`src/pkg/dsc_pkg.sv`:
```
`default_nettype none
package dsc_pkg;
    // Register indices; byte address is 4x index
    localparam logic [5:0] R_MODE = 6'h00;
    localparam logic [5:0] R_FY = 6'h02;
    localparam logic [5:0] R_CR = 6'h03;
    localparam logic [5:0] R_TCR = 6'h04;
    localparam logic [5:0] R_APL = 6'h06;
    localparam logic [5:0] R_APH = 6'h07;
    localparam logic [5:0] R_SAD1L = 6'h0B;
    localparam logic [5:0] R_SAD1H = 6'h0C;
    localparam logic [5:0] R_SAD2L = 6'h0E;
    localparam logic [5:0] R_SAD2H = 6'h0F;
    localparam logic [5:0] R_SAD3L = 6'h11;
    localparam logic [5:0] R_SAD3H = 6'h12;
    localparam logic [5:0] R_CSHAPE = 6'h16;
    localparam logic [5:0] R_CDIR = 6'h17;
    localparam logic [5:0] R_OVL = 6'h18;
    localparam logic [5:0] R_HDOT = 6'h1B;
    localparam logic [5:0] R_CSRL = 6'h1C;
    localparam logic [5:0] R_CSRH = 6'h1D;
    localparam logic [5:0] R_SCAN = 6'h20;
    localparam logic [5:0] R_BPP = 6'h21;
    localparam logic [5:0] R_LPF = 6'h22;
    localparam logic [5:0] R_SPANL = 6'h23;
    localparam logic [5:0] R_SPANH = 6'h24;
    localparam logic [5:0] R_DATA = 6'h25;
    localparam logic [5:0] R_STAT = 6'h26;
    localparam logic [5:0] R_LAST = 6'h26;
    // Field positions
    localparam int B_DUAL = 3;
    localparam int B_CM = 7;
    localparam int B_OV = 4;
    localparam int B_DM1 = 2;
    localparam int B_GFX = 0;
    localparam int B_TXT = 1;
    // Reset values
    localparam logic [7:0] RST_BYTE = 8'h00;
    localparam logic [7:0] RST_FY = 8'h07;
    localparam logic [7:0] RST_CR = 8'h27;
    localparam logic [7:0] RST_TCR = 8'h2F;
    localparam logic [7:0] RST_APL = 8'h28;
    localparam logic [7:0] RST_LPF = 8'hEF;
    localparam logic [7:0] RST_CDIR = 8'h00;
    // Cursor step directions
    localparam logic [1:0] DIR_RIGHT = 2'h0;
    localparam logic [1:0] DIR_LEFT = 2'h1;
    localparam logic [1:0] DIR_UP = 2'h2;
    localparam logic [1:0] DIR_DOWN = 2'h3;
    // Bits per pixel codes
    localparam logic [1:0] BPP_1 = 2'h0;
    localparam logic [1:0] BPP_2 = 2'h1;
    // Memory read cycle, in input clocks
    localparam int RD_DIV = 4;

    typedef enum logic [0:0] {ST_ACTIVE, ST_IDLE} dsc_scan_e;

    // One display memory fetch
    typedef struct packed {
        logic [15:0] addr;
        logic rd;
        logic lower;
    } dsc_fetch_s;

    // Host memory access at the cursor
    typedef struct packed {
        logic [15:0] addr;
        logic [7:0] data;
        logic wr;
        logic rd;
    } dsc_host_s;

    // Cursor as seen by the pixel pipeline
    typedef struct packed {
        logic [15:0] addr;
        logic visible;
        logic block;
        logic third_layer;
    } dsc_cursor_s;
endpackage : dsc_pkg
`default_nettype wire

```
`src/dsc_scan.sv`:
```
`timescale 1ns/1ps
`default_nettype none
// How it works
// RULE1: Scan rows top down, left to right for chars-per-row bytes.
// RULE2: Graphics line start is last start plus pitch.
// RULE3: Text bitmap rows reread one line's bytes, row index advancing.
// RULE4: After the last bitmap row the line start gains the pitch.
// RULE5: Graphics byte holds 8, 4 or 2 pixels; text byte one code.
// RULE6: 1 bpp graphics takes eight times a text screen's memory.
// RULE7: Dual panel reads upper then lower line, one line each.
// RULE8: Line ends with total-chars minus chars idle read slots; the code always gives at least one.
// RULE9: Host touches text memory only during line idle.
// RULE10: Graphics mode takes host memory accesses at any time.
// RULE11: Dual panel idles after each half; line pulse after lower.
// RULE12: One cursor register is cursor position and access address.
// RULE13: Each memory access steps the cursor in the set direction.
// RULE14: Host saves and restores cursor around off-screen accesses.
// RULE15: Cursor in first layer if select bit 0, else third layer.
// RULE16: Cursor hidden outside its layer's memory region.
// RULE17: With no text screen only a bar cursor is drawn.
// RULE18: Mixed first layer, block shape: block over text, bar else.
// RULE19: Each block starts at its own scroll start register.
// RULE20: Host blanks the exposed bottom line after a scroll.
// RULE21: Host adds pitch to scroll down, subtracts to scroll up.
// RULE22: Pixel offset shifts text; zero in 2 and 4 bpp.
module dsc_scan #(
    parameter int RD_DIVIDE = dsc_pkg::RD_DIV
) (
    input wire logic clk_in,
    input wire logic rst_in,
    input wire logic wb_cyc_in,
    input wire logic wb_stb_in,
    input wire logic wb_we_in,
    input wire logic [7:0] wb_adr_in,
    input wire logic [3:0] wb_sel_in,
    input wire logic [31:0] wb_dat_in,
    output logic [31:0] wb_dat_out,
    output logic wb_ack_out,
    input wire logic [7:0] mem_rdata_in,
    output dsc_pkg::dsc_fetch_s fetch_out,
    output dsc_pkg::dsc_host_s host_out,
    output dsc_pkg::dsc_cursor_s cursor_out,
    output logic [3:0] char_row_out,
    output logic line_pulse_out,
    output logic frame_pulse_out,
    output logic scan_idle_out,
    output logic [2:0] pixel_hscroll_offset_out,
    output logic [3:0] pix_per_byte_out
);
    import dsc_pkg::*;

    // Register file storage
    logic [7:0] regs_reg [0:R_LAST];
    logic [7:0] regs_next [0:R_LAST];
    logic [15:0] csr_reg, csr_next;
    logic ack_reg, ack_next;
    logic [31:0] rdat_reg, rdat_next;
    dsc_host_s host_reg, host_next;

    // Scan state
    dsc_scan_e st_reg, st_next;
    logic [7:0] div_reg, div_next;
    logic [7:0] col_reg, col_next;
    logic [7:0] idle_reg, idle_next;
    logic [3:0] row_reg, row_next;
    logic [7:0] line_reg, line_next;
    logic [15:0] up_reg, up_next;
    logic [15:0] lo_reg, lo_next;
    logic lower_reg, lower_next;
    dsc_fetch_s fetch_reg, fetch_next;
    logic lp_reg, lp_next;
    logic fp_reg, fp_next;
    dsc_cursor_s cur_reg, cur_next;
    logic [2:0] hs_reg, hs_next;
    logic [3:0] ppb_reg, ppb_next;

    logic rd_en, bus_req, wr_acc, rd_acc, gfx, dual;
    logic [5:0] idx;
    logic [15:0] pitch, sad1, sad2, sad3, span;

    // Word pair from two byte registers
    function automatic logic [15:0] pair(input logic [7:0] lo,
                                         input logic [7:0] hi);
        pair = {hi, lo};
    endfunction : pair

    // Cursor step after a memory access
    function automatic logic [15:0] step(input logic [15:0] a,
                                         input logic [1:0] dir,
                                         input logic [15:0] ap);
        case (dir)
            DIR_RIGHT: step = a + 16'h0001;
            DIR_LEFT: step = a - 16'h0001;
            DIR_UP: step = a - ap;
            default: step = a + ap;
        endcase
    endfunction : step

    // Pixels carried by one graphics byte
    function automatic logic [3:0] ppb(input logic [1:0] bpp);
        if (bpp == BPP_1) begin
            ppb = 4'h8;
        end else if (bpp == BPP_2) begin
            ppb = 4'h4;
        end else begin
            ppb = 4'h2;
        end
    endfunction : ppb

    // Register-file indices that answer; others read 0 unless cursor, data or status
    function automatic logic mapped(input logic [5:0] i);
        if (i == R_MODE || i == R_FY || i == R_CR || i == R_TCR) begin
            mapped = 1'b1;
        end else if (i == R_APL || i == R_APH) begin
            mapped = 1'b1;
        end else if (i >= R_SAD1L && i <= R_SAD3H) begin
            mapped = 1'b1;
        end else if (i >= R_CSHAPE && i <= R_OVL) begin
            mapped = 1'b1;
        end else if (i == R_HDOT) begin
            mapped = 1'b1;
        end else if (i >= R_SCAN && i <= R_SPANH) begin
            mapped = 1'b1;
        end else begin
            mapped = 1'b0;
        end
    endfunction : mapped

    // Decoded views of the register file
    assign idx = wb_adr_in[7:2];
    assign bus_req = wb_cyc_in && wb_stb_in && !ack_reg;
    assign pitch = pair(regs_reg[R_APL], regs_reg[R_APH]);
    assign sad1 = pair(regs_reg[R_SAD1L], regs_reg[R_SAD1H]);
    assign sad2 = pair(regs_reg[R_SAD2L], regs_reg[R_SAD2H]);
    assign sad3 = pair(regs_reg[R_SAD3L], regs_reg[R_SAD3H]);
    assign span = pair(regs_reg[R_SPANL], regs_reg[R_SPANH]);
    assign gfx = regs_reg[R_SCAN][B_GFX];
    assign dual = regs_reg[R_MODE][B_DUAL];
    assign rd_en = (div_reg == 8'(RD_DIVIDE - 1));
    // Data port taken in any mode, no scan stall
    assign wr_acc = bus_req && wb_we_in && wb_sel_in[0] && idx == R_DATA; // RULE10
    assign rd_acc = bus_req && !wb_we_in && idx == R_DATA; // RULE10

    // Bus slave: ack one cycle after the request
    always_comb begin
        ack_next = bus_req;
        rdat_next = rdat_reg;
        host_next = '0;
        for (int i = 0; i <= R_LAST; i++) begin
            regs_next[i] = regs_reg[i];
        end
        if (bus_req && wb_we_in && wb_sel_in[0] && mapped(idx)) begin
            regs_next[idx] = wb_dat_in[7:0];
        end
        if (bus_req && !wb_we_in) begin
            if (idx == R_CSRL) begin
                rdat_next = 32'(csr_reg[7:0]);
            end else if (idx == R_CSRH) begin
                rdat_next = 32'(csr_reg[15:8]);
            end else if (idx == R_DATA) begin
                rdat_next = 32'(mem_rdata_in);
            end else if (idx == R_STAT) begin
                rdat_next = {24'h000000, row_reg, 1'b0, lower_reg,
                             cur_reg.visible, st_reg == ST_IDLE};
            end else if (mapped(idx)) begin
                rdat_next = 32'(regs_reg[idx]);
            end else begin
                rdat_next = '0;
            end
        end
        // Host access at the cursor address
        if (wr_acc || rd_acc) begin
            host_next.addr = csr_reg; // RULE12
            host_next.data = wb_dat_in[7:0];
            host_next.wr = wr_acc;
            host_next.rd = rd_acc;
        end
    end

    // Cursor: bus write loads, access steps
    always_comb begin
        csr_next = csr_reg;
        if (bus_req && wb_we_in && wb_sel_in[0] && idx == R_CSRL) begin
            csr_next = {csr_reg[15:8], wb_dat_in[7:0]}; // RULE12
        end else if (bus_req && wb_we_in && wb_sel_in[0] &&
                     idx == R_CSRH) begin
            csr_next = {wb_dat_in[7:0], csr_reg[7:0]}; // RULE12
        end else if (wr_acc || rd_acc) begin
            csr_next = step(csr_reg, regs_reg[R_CDIR][1:0], pitch); // RULE13
        end
    end

    // Read cycle divider; one fetch slot per pulse
    always_comb begin
        if (rd_en) begin
            div_next = 8'h00;
        end else begin
            div_next = div_reg + 8'h01;
        end
    end

    // Raster walk over display memory
    always_comb begin
        st_next = st_reg;
        col_next = col_reg;
        idle_next = idle_reg;
        row_next = row_reg;
        line_next = line_reg;
        up_next = up_reg;
        lo_next = lo_reg;
        lower_next = lower_reg;
        fetch_next = '0;
        fetch_next.addr = fetch_reg.addr;
        fetch_next.lower = fetch_reg.lower;
        lp_next = 1'b0;
        fp_next = 1'b0;
        if (rd_en) begin
            case (st_reg)
                ST_ACTIVE: begin
                    // Text byte is one character code
                    fetch_next.addr = (lower_reg ? lo_reg : up_reg) +
                                      {8'h00, col_reg}; // RULE1 RULE5
                    fetch_next.rd = 1'b1;
                    fetch_next.lower = lower_reg;
                    if (col_reg + 8'h01 >= regs_reg[R_CR]) begin
                        col_next = 8'h00; // RULE1
                        st_next = ST_IDLE;
                        // Pause still counts read slots, drive stays on
                        if (regs_reg[R_TCR] > regs_reg[R_CR]) begin
                            idle_next = regs_reg[R_TCR] -
                                        regs_reg[R_CR]; // RULE8
                        end else begin
                            idle_next = 8'h00;
                        end
                    end else begin
                        col_next = col_reg + 8'h01;
                    end
                end
                ST_IDLE: begin
                    if (idle_reg > 8'h01) begin
                        idle_next = idle_reg - 8'h01; // RULE8
                    end else if (dual && !lower_reg) begin
                        // Upper half done; now lower half
                        lower_next = 1'b1; // RULE7 RULE11
                        st_next = ST_ACTIVE;
                    end else begin
                        lower_next = 1'b0;
                        st_next = ST_ACTIVE;
                        lp_next = 1'b1; // RULE11
                        if (!gfx && row_reg < regs_reg[R_FY][3:0]) begin
                            // Same character bytes, next bitmap row
                            row_next = row_reg + 4'h1; // RULE3
                        end else begin
                            // Text steps per character line,
                            // graphics per pixel line: 8x memory
                            row_next = 4'h0; // RULE4
                            up_next = up_reg + pitch; // RULE2 RULE4 RULE6
                            lo_next = lo_reg + pitch; // RULE2 RULE7
                        end
                        if (line_reg >= regs_reg[R_LPF]) begin
                            line_next = 8'h00;
                            row_next = 4'h0;
                            up_next = sad1; // RULE19
                            lo_next = sad2; // RULE19
                            fp_next = 1'b1;
                        end else begin
                            line_next = line_reg + 8'h01; // RULE1
                        end
                    end
                end
                default: begin
                    st_next = ST_ACTIVE;
                end
            endcase
        end
    end

    // Cursor layer, shape, visibility and pixel offset
    always_comb begin
        logic [15:0] base;
        logic [15:0] off;
        logic l1_text;
        base = 16'h0000;
        off = 16'h0000;
        l1_text = 1'b0;
        cur_next = '0;
        cur_next.addr = csr_reg;
        cur_next.third_layer = regs_reg[R_OVL][B_OV]; // RULE15
        base = regs_reg[R_OVL][B_OV] ? sad3 : sad1; // RULE15
        off = csr_reg - base;
        // Hidden outside its layer
        cur_next.visible = csr_reg >= base && off < span; // RULE16
        l1_text = !regs_reg[R_OVL][B_DM1] && !gfx;
        if (!regs_reg[R_SCAN][B_TXT]) begin
            cur_next.block = 1'b0; // RULE17
        end else begin
            // Block over text, bar over graphics
            cur_next.block = regs_reg[R_CSHAPE][B_CM] && l1_text; // RULE18
        end
        // Fractional shift only makes sense at 1 bpp
        if (regs_reg[R_BPP][1:0] == BPP_1) begin
            hs_next = regs_reg[R_HDOT][2:0]; // RULE22
        end else begin
            hs_next = 3'h0; // RULE22
        end
        ppb_next = ppb(regs_reg[R_BPP][1:0]); // RULE5
    end

    // Register stage for all groups
    always_ff @(posedge clk_in or posedge rst_in) begin
        if (rst_in) begin
            for (int i = 0; i <= R_LAST; i++) begin
                regs_reg[i] <= RST_BYTE;
            end
            regs_reg[R_FY] <= RST_FY;
            regs_reg[R_CR] <= RST_CR;
            regs_reg[R_TCR] <= RST_TCR;
            regs_reg[R_APL] <= RST_APL;
            regs_reg[R_LPF] <= RST_LPF;
            regs_reg[R_CDIR] <= RST_CDIR;
            csr_reg <= 16'h0000;
            ack_reg <= 1'b0;
            rdat_reg <= '0;
            host_reg <= '0;
            st_reg <= ST_ACTIVE;
            div_reg <= 8'h00;
            col_reg <= 8'h00;
            idle_reg <= 8'h00;
            row_reg <= 4'h0;
            line_reg <= 8'h00;
            up_reg <= 16'h0000;
            lo_reg <= 16'h0000;
            lower_reg <= 1'b0;
            fetch_reg <= '0;
            lp_reg <= 1'b0;
            fp_reg <= 1'b0;
            cur_reg <= '0;
            hs_reg <= 3'h0;
            ppb_reg <= 4'h8;
        end else begin
            for (int i = 0; i <= R_LAST; i++) begin
                regs_reg[i] <= regs_next[i];
            end
            csr_reg <= csr_next;
            ack_reg <= ack_next;
            rdat_reg <= rdat_next;
            host_reg <= host_next;
            st_reg <= st_next;
            div_reg <= div_next;
            col_reg <= col_next;
            idle_reg <= idle_next;
            row_reg <= row_next;
            line_reg <= line_next;
            up_reg <= up_next;
            lo_reg <= lo_next;
            lower_reg <= lower_next;
            fetch_reg <= fetch_next;
            lp_reg <= lp_next;
            fp_reg <= fp_next;
            cur_reg <= cur_next;
            hs_reg <= hs_next;
            ppb_reg <= ppb_next;
        end
    end

    // Outputs straight from flops
    assign wb_ack_out = ack_reg;
    assign wb_dat_out = rdat_reg;
    assign fetch_out = fetch_reg;
    assign host_out = host_reg;
    assign cursor_out = cur_reg;
    assign char_row_out = row_reg;
    assign line_pulse_out = lp_reg;
    assign frame_pulse_out = fp_reg;
    // Safe host window in text mode
    assign scan_idle_out = (st_reg == ST_IDLE); // RULE9
    assign pixel_hscroll_offset_out = hs_reg;
    assign pix_per_byte_out = ppb_reg;
endmodule : dsc_scan
`default_nettype wire

```
`config.mk`:
```
export PLATFORM = sky130hd
export DESIGN_NAME = dsc_scan
export DESIGN_NICKNAME = d
export VERILOG_FILES = /design/src/pkg/dsc_pkg.sv /design/src/dsc_scan.sv
export SDC_FILE = /design/constraint.sdc
export NUM_CORES = 1
export LEC_CHECK = 0
export ABC_CLOCK_PERIOD_IN_PS = 16000
export BUFFER_PORTS_ARGS = -buffer_cell sky130_fd_sc_hd__buf_2
export CAP_MARGIN = 20
export CORE_MARGIN = 2
export CORE_UTILIZATION = 47
export DETAILED_ROUTE_END_ITERATION = 8
export GPL_TIMING_DRIVEN = 0
export PLACE_DENSITY = 0.66
export SYNTH_ARGS = -nofsm -noshare
export SYNTH_HDL_FRONTEND = slang
export SYNTH_SLANG_ARGS = --single-unit
```
`constraint.sdc`:
```
create_clock -name clk_in -period 16 [get_ports clk_in]
set_clock_uncertainty 0.15 [all_clocks]
set_input_delay 0.8 -clock clk_in [delete_from_list [all_inputs] [get_ports clk_in]]
set_output_delay 0.8 -clock clk_in [all_outputs]
set_load 0.03 [all_outputs]
```
# --- Yosys cells after proc, flatten, opt, wreduce, memory -nomap -nowiden ---
# Cells that the tools add are included.
totals:
  reg_bits: 503
  input_bits: 57
op_classes:
  add_sub_neg: 14
  magnitude_cmp: 15
  eq_ne: 18
  mux: 61
  bitwise_logic: 5
  reduce_logical: 41
op_table:
  columns: ["op", "count"]
  rows:
  - ["$bwmux W312", 1]
  - ["$mux W16", 8]
  - ["$mux W8", 15]
  - ["$add A16 B16 Y16", 3]
  - ["$bmux W8 S6", 1]
  - ["$demux W8 S6", 1]
  - ["$pmux W16 S3", 1]
  - ["$sub A16 B16 Y16", 2]
  - ["$mux W26", 1]
  - ["$add A8 B1 Y8 const B", 3]
  - ["$mux W1", 24]
  - ["$logic_and A1 B1 Y1", 19]
  - ["$eq A6 B3 Y1 const B", 3]
  - ["$eq A6 B5 Y1 const B", 3]
  - ["$add A16 B1 Y16 const B", 1]
  - ["$add A16 B8 Y16", 1]
  - ["$ge A16 B16 Y1", 1]
  - ["$ge A8 B8 Y1", 2]
  - ["$lt A16 B16 Y1", 1]
  - ["$pmux W8 S2", 1]
  - ["$sub A16 B1 Y16 const B", 1]
  - ["$eq A6 B2 Y1 const B", 2]
  - ["$eq A6 B6 Y1 const B", 2]
  - ["$le A6 B5 Y1 const B", 2]
  - ["32 further kinds", 55]

# --- Logic depth before layout (Yosys ltp) ---
# Gate-level depths: netlist (run 1).
depth:
  word_depth: 18
  depth_mapped: 18
  ltp_nobuf: 18

# --- Worst setup path after synthesis (run 1) ---
# No wires, ideal clock.
synth_path:
  kind: "flip-flop to flip-flop"
  from: "reg regs_reg, in the netlist cur_next[0]"
  to: "reg cur_reg, in the netlist cursor_out[2]"
  setup_ns: 0.086
  t_arrival_ns: 3.940
  required_ns: 15.764
  slack_ns: 11.824
  stages_incl_launch_ff: 19
  n_path_buf: 2
  period_less_slack_ns: 4.176
  path_cell_list: "dfrtp_1 -> clkbuf_1 -> clkbuf_1 -> mux2i_1 -> ha_1 -> o21ai_0 -> a21boi_0 -> o21ai_0 -> a21boi_0 -> o21ai_0 -> nand2b_1 -> a2111o_1 -> o311ai_0 -> ha_1 -> a21o_1 -> a21o_1 -> a21oi_1 -> o211ai_1 -> nor3_1"
synth_lines:
  columns: ["element", "line_no", "text"]
  rows:
  - ["from (decl)", "dsc_scan.sv:53", "logic [7:0] regs_reg [0:R_LAST];"]
  - ["from (signal, indexed assignment)", "dsc_scan.sv:342", "regs_reg[i] <= regs_next[i];"]
  - ["to (signal assigned)", "dsc_scan.sv:360", "cur_reg <= cur_next;"]
  - ["to (decl)", "dsc_scan.sv:73", "dsc_cursor_s cur_reg, cur_next;"]

==> impl_metrics.ini, run 1 <==
[job]
drv_cap = 0

[floorplan]
die_y_um = 236
die_w_um = 236
core_area_um2 = 53500
pin_count = 167
rows = 85
dieArea_um2 = 55700
start_util_pct = 47.3

[clock_tree]
clock_sinks = 477
postCtsSetupBuffers = 0
cts-root-buf = clkbuf_16
cts_buffers = 53
h-tree-depth = 2
cts_tree = yes
postCtsHoldBufs = 0
cts.path.max_buffers = 3
clk_latency_ns = 0.62
clkTransAtPathRegs_ns = 0.06
cts.repair.resized = 0

[routing]
antenna_left = 0
num_vias = 19134
via_per_inst = 5.97
wl_per_cell_um = 24.9
drt_iter0_drc = 1898
first_pass_iters = 6
drc = 0
route.final.wire_length_mm = 79.8

[power_and_ir_drop]
power_density_nw_per_um2 = 97.1
p_sw_share_pct = 25.2
internal_power_uw = 2090
leakage_uw = 0.0137
p_clk_share_pct = 46.2
seqPwrFrac_pct = 44.4
p_sw_uw = 705
share_comb_of_total_power_pct = 9.5
peakVddDrop_v = 0.0000738

[yosys]
synth_cells = 2270
synth-seq-cells = 477
synth_top_area_share_pct = 45.0
ys_types = 82
synth_commonest_cells = dfrtp_1, clkbuf_1, nand2_1
synth-warning-count = 0
synth.area.top_cells = dfrtp_1, mux4_2, mux2_2
seq_area_frac_synth_pct = 47.3
avgSynthCellArea_um2 = 11.2
netlist_area_um2 = 25300
yosys.area.top_type = dfrtp_1
async_reset_ff_share_pct = 100
synth_edf_count = 0
synth_most_common_cell = dfrtp_1
synthFlopType = dfrtp_1

[timing]
finalSetupViolCount = 0
hold_viol = 0
fin_crit_sh_pct = 33.7
timing.final.max_slew_violations = 0
slew_headroom_pct = 18.9
hold_ws_ns = 0.110
rsz0062_at_grt = false
fmax_ghz = 0.185
worst_pin_slew_ns = 1.22
finalCriticalPeriod_ns = 5.39

[finish]
diodes = 0
fin_nets = 2643
drive_above_1_share_pct = 22.3
final_area_um2 = 28800
layout.cells.non_filler = 3203
synthToLayoutAreaGrowth_pct = 13.8
largest_reg_flops = 292

[critical_path]
worstSetupStartpointType = flip-flop
crit_top_cell = o21ai_0
cp_cell_sequence = clkbuf_1 -> clkbuf_1 -> mux2i_1 -> ha_1 -> o21ai_0 -> a21boi_0 -> o21ai_0 -> a21boi_0 -> o21ai_0 -> nand2b_1 -> a2111o_1 -> o311ai_0 -> ha_1 -> a21o_1 -> a21o_1 -> a21oi_1 -> o211ai_1 -> nor3_1
path_class = reg2reg
cp.arrival_ns = 5.76
cp_top_family = compound AO/OA/AOI/OAI gates
worst_ep_required_time_ns = 16.37
cpPeakStageDelay_ns = 0.67
slowest_stage = clkbuf_1
r2r-start = cur_next[0]
critPathMaxFanout = 10
crit_buf_inv = 2
critPathCaptureType = flip-flop
worstSetupStartpoint = cur_next[0]

[place]
place_inst = 3103
placed_area_um2 = 26900
gp_congestion = 0.971
io_buffers = 108
dp_hpwl_mm = 59.5

[global_route]
track_usage_pct = 28.8
antenna_found_initial = 3
grt_pass1_vias = 18702
grt_overflow_total = 0
grt_pass1_wl_mm = 119
grt_max_degree = 117

[status]
status = completed

[hold_path]
hold_class = in2async
[logic make-up (layout without fill, tap and decap cells)]
kind of cell	after synthesis	in the layout	share of synthesized area, %
AOI/OAI and AO/OA	422	422	10.7
xor gates and xnor gates	66	66	2.28
adders and majority gates	124	124	6.31
buffers and inverters	328	541	5.38
DFF	477	477	47.3
muxes	306	306	17.3
other	1	25	0.0148
and+or+nand+nor	546	546	10.7
[worst paths after layout]
check,to,slack (ns),cells after the start
worst max-delay path,cursor_out[2],10.61,18
worst min-delay path,cursor_out[9],0.11,2
worst max register to register,cursor_out[2],10.61,18
worst min register to register,cursor_out[0],0.23,0
max in group asynchronous,pitch[9],14.13,4
min in group clk_in,cursor_out[0],0.23,0
[metal layers]
| layer | global-route usage [%] | vias to the layer above | routed length, um |
|---|---|---|---|
| li1 | - | 8404 | - |
| met5 | 0 | - | 27 |
| met2 | 43.8 | 788 | 35900 |
| met1 | 40.3 | 9755 | 33900 |
| met4 | 13.8 | 4 | 4000 |
| met3 | 4.74 | 183 | 6040 |
[metrics by stage]
stage / worst slack [ns] / TNS, ns / util [%] / power (uW)
after floorplan: 1.78 / 0 / - / 1440
after global routing: 10.28 / 0 / 53.8 / 2890
final: 10.61 / 0 / 53.8 / 2800
after detailed placement: 10.74 / 0 / 50.4 / 1520
after global placement: -2.87 / -1274.07 / 50.1 / 1520
after CTS: 10.71 / 0 / 53.8 / 2810
[power by group through the flow]
stage	sequential [uW]	clock (uW)	combinational, uW
floorplan	1270	0	168
global placement	1260	0	255
detailed placement	1260	0	262
CTS	1240	1310	264
global route	1240	1360	289
finish	1240	1290	265
[cell usage in the layout, fill, tap and decap left out, types with 28 or more instances in the layout]
cell type | netlist | routed
clkbuf_16 | 0 | 54
xnor2_1 | 38 | 38
inv_1 | 85 | 84
dfrtp_1 | 455 | 455
a21oi_1 | 104 | 104
mux2_2 | 166 | 166
mux2i_1 | 46 | 46
buf_4 | 30 | 30
ha_1 | 118 | 118
xor2_1 | 28 | 28
nor2_1 | 111 | 111
nand3_1 | 47 | 47
a21o_1 | 34 | 34
mux4_2 | 88 | 88
and2_1 | 29 | 29
o21ai_0 | 131 | 131
buf_2 | 15 | 123
nand2_1 | 183 | 183
clkbuf_1 | 187 | 199
[area by class of cell]
type | instances | area [um2]
plain buffers | 243 | 1040
clock buffers | 75 | 1520
clock inverters | 25 | 339
fillers | 4608 | 24700
inverters | 85 | 327
multi-input cells | 1489 | 12100
flip-flops and latches | 477 | 12000
well taps | 696 | 871
repair buffers | 113 | 666
No activity file was read; power rests on OpenSTA's default activity.
==> run 2: changes to the inputs <==
--- a/config.mk
+++ b/config.mk
@@ -5,14 +5,14 @@
 export SDC_FILE = /design/constraint.sdc
 export NUM_CORES = 1
 export LEC_CHECK = 0
-export ABC_CLOCK_PERIOD_IN_PS = 16000
+export ABC_CLOCK_PERIOD_IN_PS = 4900
 export BUFFER_PORTS_ARGS = -buffer_cell sky130_fd_sc_hd__buf_2
 export CAP_MARGIN = 20
 export CORE_MARGIN = 2
 export CORE_UTILIZATION = 47
 export DETAILED_ROUTE_END_ITERATION = 8
 export GPL_TIMING_DRIVEN = 0
-export PLACE_DENSITY = 0.66
+export PLACE_DENSITY = 0.69
 export SYNTH_ARGS = -nofsm -noshare
 export SYNTH_HDL_FRONTEND = slang
 export SYNTH_SLANG_ARGS = --single-unit
==> constraint.sdc (replaced) <==
create_clock -name clk_in -period 4.9 [get_ports clk_in]
set_clock_uncertainty 0.15 [all_clocks]
set_input_delay 0.245 -clock clk_in [delete_from_list [all_inputs] [get_ports clk_in]]
set_output_delay 0.245 -clock clk_in [all_outputs]
set_load 0.03 [all_outputs]
==> impl_metrics.ini, run 2 (synthesis gave the netlist of run 1 again) <==
[hold_path]
hold_class = in2reg

[critical_path]
crit_buf_inv = 1
cp_cell_sequence = buf_2 -> mux2i_1 -> ha_1 -> a21boi_0 -> o21ai_0 -> a21boi_0 -> o21ai_0 -> nand2b_1 -> a2111o_1 -> o311ai_1 -> ha_1 -> a21o_1 -> a21o_1 -> a21oi_1 -> o211ai_1 -> nor3_1
slowest_stage = dfrtp_2
path_class = reg2reg
worstSetupStartpointType = flip-flop
cpPeakStageDelay_ns = 0.53
cp_top_family = compound AO/OA/AOI/OAI gates
critPathCaptureType = flip-flop
worst_ep_required_time_ns = 5.27
cp.arrival_ns = 5.09
critPathMaxFanout = 10

[timing]
finalSetupViolCount = 0
finalCriticalPeriod_ns = 4.71
fin_crit_sh_pct = 96.2
slew_headroom_pct = 24.7
hold_viol = 0
hold_ws_ns = 0.0787
fmax_ghz = 0.212
worst_pin_slew_ns = 1.13
layout_setup_ws_ns = 0.185
rsz0062_at_grt = false
timing.final.max_slew_violations = 0

[finish]
finish.utilization_pct = 54.5
final_common_cell = dfrtp_1
drive_above_1_share_pct = 22.6
synthToLayoutAreaGrowth_pct = 15.1
fin_nets = 2670
final_cell_mix = dfrtp_1, clkbuf_1, nand2_1, mux2_2, o21ai_0
largest_reg_flops = 292

[power_and_ir_drop]
p_clk_share_pct = 45.7
internal_power_uw = 6770
peakVddDrop_v = 0.000277
p_sw_share_pct = 25.8
share_comb_of_total_power_pct = 9.9
p_sw_uw = 2360
power_density_nw_per_um2 = 313
p_total_uw = 9130
seqPwrFrac_pct = 44.4
leakage_uw = 0.0138

[clock_tree]
clk_latency_ns = 0.64
h-tree-depth = 2
cts.path.max_buffers = 3
clock_sinks = 477
cts_tree = yes
cts-root-buf = clkbuf_16
clkTransAtPathRegs_ns = 0.06
cts_buffers = 51

[place]
dp_slack_ns = -0.371
gp_congestion = 0.993
dp_hpwl_mm = 60.0
io_buffers = 108

[routing]
drc = 0
wl_per_cell_um = 24.9
drt_iter0_drc = 1786
via_per_inst = 6.02
first_pass_iters = 6
route.final.wire_length_mm = 80.4
num_vias = 19423
antenna_left = 0

[floorplan]
die_y_um = 236
core_area_um2 = 53500
rows = 85
die_w_um = 236
start_util_pct = 47.3
dieArea_um2 = 55700
pin_count = 167

[job]
drv_cap = 0

[status]
status = completed

[global_route]
grt_overflow_total = 0
grt_pass1_vias = 19097
grt_max_degree = 47
grt_pass1_wl_mm = 122
antenna_found_initial = 2
track_usage_pct = 29.2
==> run 2: what timing repair did <==
action | 4_1_cts | 5_1_grt
setup buffers | 0 | 0
endpoints found under the hold margin | 86 | 0
resized for setup | 1 | 7
hold buffers | 20 | 0
endpoints found under the setup margin | 1 | 3
==> run 2: through the flow <==
| step | TNS (ns) | instance area (um2) | cells |
|---|---|---|---|
| 3_5_place_dp | -0.371 | 27100 | 3112 |
| 2_1_floorplan | -885.84 | 25400 | 2294 |
| 3_3_place_gp | -2013.49 | 26800 | 3098 |
| 4_1_cts | 0 | 29100 | 3225 |
| 6_report | 0 | 29100 | 3227 |
| 5_1_grt | 0 | 29100 | 3226 |
==> run 2: final cells by class <==
| class | count | area (um2) |
|---|---|---|
| fillers | 4546 | 24400 |
| multi-input cells | 1489 | 12100 |
| flip-flops and latches | 477 | 12000 |
| clock buffers | 70 | 1450 |
| plain buffers | 242 | 1040 |
| repair buffers | 143 | 1030 |
| well taps | 696 | 871 |
| clock inverters | 24 | 375 |
| inverters | 85 | 323 |
| diodes | 1 | 2.50 |
==> run 2: path summary, 6_finish.rpt <==
kind | start | to | slack (ns) | cells after the start
max in group asynchronous | rst_in | regs_reg[225] | 2.37 | 9
hold / removal | wb_dat_in[0] | regs_reg[88] | 0.08 | 2
setup reg to reg | cur_next[0] | cursor_out[2] | 0.19 | 16
min in group asynchronous | rst_in | host_out[4] | 0.56 | 4
hold reg to reg | regs_reg[110] | regs_reg[110] | 0.30 | 1
setup / recovery | cur_next[0] | cursor_out[2] | 0.19 | 16
==> run 2: power by group through the flow <==
stage	sequential, uW	combinational [uW]	clock, uW
after detailed placement	4120	878	0
final	4050	905	4170
after global routing	4050	987	4390
after CTS	4050	896	4210
after global placement	4130	836	0
after floorplan	4140	549	0
==> run 2: layer usage <==
metal	track usage (%)	part of all wire [%]	routed length (um)	vias up
met5	0	0	0	-
met4	11.2	4.2	3360	0
met3	6.31	9.0	7230	163
met2	46.2	46	36800	913
met1	39.5	41	33000	9898
li1	-	-	-	8449
